==> src/verilog/brg_defs.svh <==
// Constants for the bus reset generator: state codes and reset values.
// Assumes inclusion by bare name from the package and the design file.
`ifndef BRG_DEFS_SVH
`define BRG_DEFS_SVH

// State register width and codes; bit 0 is the released reset level
`define BRG_STATE_W 3
`define BRG_ST_HOLD 3'h0
`define BRG_ST_INIT1 3'h2
`define BRG_ST_INIT2 3'h4
`define BRG_STATE_RUNNING 3'h1

// Bit of the state register that drives the reset output
`define BRG_OUT_BIT 0

// Default number of added initialisation cycles, largest allowed count
`define BRG_EXTRA_INIT_DEF 0
`define BRG_EXTRA_INIT_MAX 255

// Cycles the output stays low in the two init states with no added cycles
`define BRG_BASE_INIT 2

// Reset value of the clock-valid synchroniser
`define BRG_CV_RST 1'h0

`endif

==> src/verilog/brg_pkg.sv <==
// Types shared by the bus reset generator.
// Assumes brg_defs.svh is on the include path.
`default_nettype none
`include "brg_defs.svh"

package brg_pkg;

   // ----------------------------------------------------------------
   // Sequencer states
   // ----------------------------------------------------------------
   // Codes are fixed so that bit 0 is low in every holding state
   typedef enum logic [`BRG_STATE_W-1:0] {
      state_power_on_hold = `BRG_ST_HOLD,
      state_init_first = `BRG_ST_INIT1,
      state_init_second = `BRG_ST_INIT2,
      state_running = `BRG_STATE_RUNNING
   } brg_state_t;

   // Synchronised inputs as seen by the sequencer
   typedef struct packed {
      logic por_high;
      logic clk_valid;
   } brg_sync_t;

endpackage : brg_pkg

`default_nettype wire

==> src/verilog/brg_bus_reset_gen.sv <==
// Bus reset generator: makes the active-low bus reset from the
// asynchronous active-low power-on reset input.
// Assumes clk is the bus clock and that the power-on source keeps its
// input low until the clock and supply are stable.
//
// Notes on behaviour
// - Accept asynchronous active-low power-on reset input
// - Output falls at once when input falls
// - Output rises only on rising clock edge
// - Only power-on reset input asserts output
// - Input registered once before machine uses it
// - Four states, all rising-edge clocked
// - Hold state entered and kept while low
// - Leave hold on second edge input high
// - Stay in hold until clock valid
// - First init holds low, always goes second
// - Second init holds low, always goes run
// - Run drives high until input falls
// - Two cycles default, parameter adds more
// - Output is state bit 0 AND input
// - Output falls even with clock stopped
`default_nettype none
`include "brg_defs.svh"

module brg_bus_reset_gen
   import brg_pkg::*;
#(
   parameter int EXTRA_INIT = `BRG_EXTRA_INIT_DEF
) (
   // Clock and house reset
   input wire logic clk,
   input wire logic rst,
   // Power-on side
   input wire logic power_on_reset_in_n,
   input wire logic clock_valid_in,
   // Bus side
   output logic bus_reset_out_n
);

   // ----------------------------------------------------------------
   // Parameter check
   // ----------------------------------------------------------------
   localparam int CNT_W = (EXTRA_INIT > 0) ? $clog2(EXTRA_INIT + 1) : 1;
   // Cycles from the first init state to the run state
   localparam int INIT_LEN = `BRG_BASE_INIT + EXTRA_INIT;

   if (EXTRA_INIT < 0 || EXTRA_INIT > `BRG_EXTRA_INIT_MAX) begin : g_chk
      $error("EXTRA_INIT out of range");
   end

   brg_state_t state_ff;
   brg_state_t nxt_state;
   brg_sync_t sync;
   logic por_sync_ff;
   logic cv_meta_ff;
   logic cv_sync_ff;
   logic [CNT_W-1:0] extra_cnt_ff;
   logic extra_done;

   // ----------------------------------------------------------------
   // Input synchronisation
   // ----------------------------------------------------------------
   // Single rising-edge register on the power-on input
   always_ff @(posedge clk) begin
      por_sync_ff <= power_on_reset_in_n;
   end

   // Two-stage synchroniser for the clock-valid level
   always_ff @(posedge clk) begin
      if (rst) begin
         cv_meta_ff <= `BRG_CV_RST;
         cv_sync_ff <= `BRG_CV_RST;
      end else begin
         cv_meta_ff <= clock_valid_in;
         cv_sync_ff <= cv_meta_ff;
      end
   end

   assign sync.por_high = por_sync_ff;
   assign sync.clk_valid = cv_sync_ff;

   // ----------------------------------------------------------------
   // Reset sequencer
   // ----------------------------------------------------------------
   // Counts added cycles in the second init state
   always_ff @(posedge clk) begin
      if (state_ff != state_init_second) begin
         extra_cnt_ff <= '0;
      end else if (!extra_done) begin
         extra_cnt_ff <= extra_cnt_ff + 1'b1;
      end
   end

   assign extra_done = (EXTRA_INIT == 0) ||
                       (extra_cnt_ff == CNT_W'(EXTRA_INIT));

   // Next-state decode
   always_comb begin
      nxt_state = state_ff;
      unique case (state_ff)
         state_power_on_hold: begin
            if (sync.por_high && sync.clk_valid) begin
               nxt_state = state_init_first;
            end
         end
         state_init_first: begin
            nxt_state = state_init_second;
         end
         state_init_second: begin
            if (extra_done) begin
               nxt_state = state_running;
            end
         end
         state_running: begin
            if (!sync.por_high) begin
               nxt_state = state_power_on_hold;
            end
         end
         default: begin
            nxt_state = state_power_on_hold;
         end
      endcase
   end

   // State register; the raw input clears it without a clock edge
   always_ff @(posedge clk or negedge power_on_reset_in_n) begin
      if (!power_on_reset_in_n) begin
         state_ff <= state_power_on_hold;
      end else begin
         state_ff <= nxt_state;
      end
   end

   // ----------------------------------------------------------------
   // Reset output
   // ----------------------------------------------------------------
   // Gating with the raw input gives assertion with a stopped clock
   assign bus_reset_out_n = state_ff[`BRG_OUT_BIT] & power_on_reset_in_n;
endmodule : brg_bus_reset_gen

`default_nettype wire

==> config.mk <==
export PLATFORM = sky130hd
export DESIGN_NAME = brg_bus_reset_gen
export DESIGN_NICKNAME = d
export VERILOG_FILES = /design/src/verilog/brg_pkg.sv /design/src/verilog/brg_bus_reset_gen.sv
export VERILOG_INCLUDE_DIRS = /design/src /design/src/verilog
export SDC_FILE = /design/constraint.sdc
export NUM_CORES = 1
export LEC_CHECK = 0
export BUFFER_PORTS_ARGS = -buffer_cell sky130_fd_sc_hd__buf_4
export CAP_MARGIN = 20
export CORE_AREA = 3 3 40 42
export CTS_CLUSTER_SIZE = 30
export DETAILED_ROUTE_END_ITERATION = 8
export DIE_AREA = 0 0 43 45
export SLEW_MARGIN = 20
export SYNTH_ARGS = -nofsm -noshare
export SYNTH_HDL_FRONTEND = slang
export SYNTH_SLANG_ARGS = --single-unit
==> constraint.sdc <==
create_clock -name clk -period 1 [get_ports clk]
set_input_delay 0.05 -clock clk [delete_from_list [all_inputs] [get_ports clk]]
set_output_delay 0.05 -clock clk [all_outputs]
set_load 0.05 [all_outputs]
# Word-level counts from Yosys, hierarchy flattened
# Index checks and enable logic that the tools add are counted.
# totals
ff_bits	6
input_bits	4
# op_classes
bitwise_logic	1
reduce_logical	3
n_mux	3
eq_ne	5
# ops
op	n
$pmux 3 s4	1
$mux 3	2
$ne 2x2->1 const B	2
$eq 3x1->1 const B	1
$eq 3x2->1 const B	1
$eq 3x3->1 const B	1
$logic_not 3->1	1
$reduce_and 2->1	1
$and 1x1->1	1
$logic_and 1x1->1	1

# Depth between registers and ports, before layout
# logic_depth
ltp_word	3
ltp_mapped	2
ltp_nobuf	2

# Worst setup path before layout
# Ideal clock, no wire load.
# synth_path
path_type	reg2reg
from	reg state_ff[0]
to	reg state_ff[0]
arrival_ps	661
period_less_slack_ps	735
setup_slack_ps	265
path_stages_with_launch	3
setup_time_ps	73
path_buffers	0
cell_sequence	dfrtp_1 nand2b_1 a21oi_2
# synth_between
elab_chain_len	3
word_cells_on_any_way	8
cone_classes	eq/ne (5); mux (1); reduce/logical (2)
# synth_rtl
item	line_no	rtl
start: declaration	brg_bus_reset_gen.sv:51	brg_state_t state_ff;
start signal: assignment	brg_bus_reset_gen.sv:128	state_ff <= state_power_on_hold;
start signal: assignment	brg_bus_reset_gen.sv:130	state_ff <= nxt_state;
$eq 3x1->1 or $logic_not 3->1 (tied branches)	brg_bus_reset_gen.sv:100	unique case (state_ff)
$ne 2x2->1 (no source line)	-	
$reduce_and 2->1 (no source line)	-	
# Parallel ways exist; a longest one is shown, timed or not.
# A chain may end at the register's enable or synchronous reset.

# Final worst setup path
# layout_path
from	reg state_ff[0]
to	out bus_reset_out_n
# layout_between
elab_chain_len	1
# layout_rtl
item	line_no	rtl
$and 1x1->1	brg_bus_reset_gen.sv:138	assign bus_reset_out_n = state_ff[`BRG_OUT_BIT] & power_on_reset_in_n;
end: declaration	brg_bus_reset_gen.sv:37	output logic bus_reset_out_n
# Every way passes these cells.

==> impl_summary.txt <==
----------------------------------------------------
[Run status]
  Result of the run ... finished, final reports clean

[Global route]
  Gr ovfl total ... 0
  Total global routing track utilization ... 0.0427
  Antenna violations before repair ... 0
  Largest net degree at the start of global routing ... 5
  Wire length of the first global-routing pass ... around 550 µm
  Vias in the first global route ... 149

[Final layout]
  Antenna Cells ... 0
  Layout-stage area growth over the synthesis result ... 55.3%
  Fin nets ... 31
  Layout cells sized above 1 ... 0.423
  Post-layout instance area ... 313 µm²
  Fillers ... between 100 and 150

[Placed design]
  Number of I/O port buffers ... 4
  Total cell area at the placement stage ... 250 µm²
  HPWL after detailed placement ... 238 µm
  GP Congestion ... roughly 0.53

[Logic synthesis]
  Number of enable flip-flop cells after synthesis ... 0
  Area of the mapped netlist ... 201 µm²
  Number of instances in the synthesized netlist ... 15
  Area contributors post-synth ... sky130_fd_sc_hd__dfrtp_1, sky130_fd_sc_hd__dfxtp_1, sky130_fd_sc_hd__nor2b_1
  Most area-hungry cell type in the Yosys netlist ... sky130_fd_sc_hd__dfrtp_1
  Distinct cells, synth ... 10
  Post-synthesis sequential element count ... 6
  Count of synthesis-stage warnings from yosys ... 0
  Proportion of register bits with asynchronous set or reset after synthesis ... 0.500
  Commonest cells in the netlist ... sky130_fd_sc_hd__dfrtp_1, sky130_fd_sc_hd__dfxtp_1, sky130_fd_sc_hd__nor2b_1
  Fraction of post-synthesis cell area in the top cell type by area ... 0.373
  Dominant synthesized flop cell ... sky130_fd_sc_hd__dfxtp_1
  Average cell area after synthesis ... about 13 µm²
  Sequential cell area fraction in the yosys report ... 0.671
  Nets in the synthesized netlist ... 19

[Worst setup path]
  Start-to-end type of the worst setup path ... flop to output port
  Data required, critical path ... 0.95 ns
  Worst-path maximum fanout ... 2
  Launch instance of the worst register-to-register path ... state_ff[0]
  Crit start category ... flop
  Arrival time of data at the critical path endpoint ... 0.89 ns
  Category of the worst setup path capture point ... output port
  Worst setup startpoint ... state_ff[0]

[Die]
  Horiz. Die Dim ... about 43 µm
  Height of the die ... about 45 µm
  Std-Cell Rows ... 13
  Starting utilization of the core area ... 0.157
  Die ar. ... 1940 µm²
  Standard cell core area ... 1280 µm²
  Number of ports placed on the die boundary ... 5

[Clocking]
  Cell at the root of the clock tree ... sky130_fd_sc_hd__clkbuf_4
  Skew-Pair Late Insertion Delay ... 0.24 ns
  Clock edge transition at the registers on the reported setup and hold paths ... 0.05 ns
  H-tree Lvls ... 1
  CTS tree ... built
  Number of CTS-inserted buffers ... 3
  Sink count of the clock tree ... 6
  Clock Path Buffers ... 2

[Power and ir drop]
  Total leakage power ... between 0.1 and 0.15 nW
  Total power density per cell area ... 1700 nW/µm²
  Peak VDD IR ... 0.757 mV

[Timing]
  Worst-case clock skew ... 0.00666 ns
  Setup repair after global routing missed its margin ... false
  Aggregate negative setup slack ... 0 ns
  Worst slew margin relative to its limit ... 0.875
  Time the final worst path needs with I/O delays and setup ... 0.944 ns
  Slew Viols, Final ... 0
  Post-route fraction of the period consumed by the critical path ... 0.944
  Worst-margin pin slew ... 0.185 ns
  Final-report setup violation count ... 0
  Max Fclk ... roughly 1100 MHz
  Final hold violation count ... 0

[Detailed routing]
  Number of nets with antenna violations after detailed routing ... 0
  Detailed-router iteration count before antenna repair ... 2
  Vias per std cell ... between 3 and 4
  Violation count after the first detailed-route iteration ... 2
  Drt total wl ... 311 µm
  Detailed-route DRC error count ... 0
  Per-cell routed wire length ... approximately 7.6 µm
  Vias after detailed routing ... 140

[Min path]
  Hold Path Class ... primary input to flop
  Launch point of the worst hold path ... clock_valid_in

[Run]
  # Max-Cap Violations ... 0

----------------------------------------------------
report_power, final:
part	switching, mW	leakage (nW)	total [mW]	internal (mW)
Clock	0.0801	0.0150	0.231	0.151
Sequential	0.00531	0.0662	0.258	0.252
Combinational	0.0175	0.0543	0.0442	0.0268
registers in the layout, indices dropped and copies added, names as in the netlist:
| signal | count |
|---|---|
| state_ff | 3 |
| cv_sync_ff | 1 |
| cv_meta_ff | 1 |
| por_sync_ff | 1 |
metal layers:
metal  wire, µm  share of wire  global-route usage
met1        148           0.48              0.0392
met2        142           0.46              0.0569
met3         21          0.068              0.0398
met4          0              0              0.0361
met5          0              0                   0
through the flow:
stage	hold WS [ns]	total power, mW	util	setup WS [ns]	instances
6_report	0.0248	0.533	0.243	0.0559	41
3_3_place_gp	-0.153	0.292	0.195	0.198	34
5_1_grt	0.0335	0.571	0.243	0.0221	41
4_1_cts	0.0154	0.545	0.240	0.00640	41
2_1_floorplan	-0.246	0.277	-	0.265	15
3_5_place_dp	-0.151	0.293	0.195	0.185	34
critical path, stage by stage (launching register included):
cell	delay, ns
sky130_fd_sc_hd__dfrtp_1	0.37
sky130_fd_sc_hd__and2_4	0.14
sky130_fd_sc_hd__buf_8	0.14
kinds of logic after synthesis:
| logic type | Yosys count | synth area share |
|---|---|---|
| flops | 6 | 0.671 |
| simple gates | 8 | 0.286 |
| compound gates | 1 | 0.0435 |
area by class of cell:
class | count | area [µm²] | area share
multi-input cells | 9 | 67.6 | 0.216
repair buffers | 7 | 65.1 | 0.208
flip-flops and latches | 6 | 135 | 0.432
well taps | 15 | 18.8 | 0.0600
clock buffers | 4 | 26.3 | 0.0840
placed cells by master, fill, tap and decap left out, types with 2 or more instances in the layout:
cell type,count
sky130_fd_sc_hd__clkbuf_4,3
sky130_fd_sc_hd__buf_4,4
sky130_fd_sc_hd__dfrtp_1,3
sky130_fd_sc_hd__dlygate4sd3_1,2
sky130_fd_sc_hd__nor2b_1,2
sky130_fd_sc_hd__dfxtp_1,3
final timing paths:
kind / end / slack (ns) / depth (start not counted)
worst max-delay path: bus_reset_out_n / 0.06 / 2
worst min-delay path: cv_meta_ff / 0.02 / 2
worst max register to register: state_ff[0] / 0.13 / 3
worst min register to register: state_ff[1] / 0.42 / 2
max in group asynchronous: state_ff[2] / 0.66 / 2
min in group asynchronous: state_ff[0] / 0.17 / 2
timing repair:
action                     4_1_cts  5_1_grt
hold buffers                     2        0
setup endpoints to repair        1        1
hold endpoints to repair         6        0
pin swaps                        0        0
gates resized for setup          1        2
cloned                           0        0
buffers inserted                 1        0
Note: power is estimated with default switching activity, not from simulation.
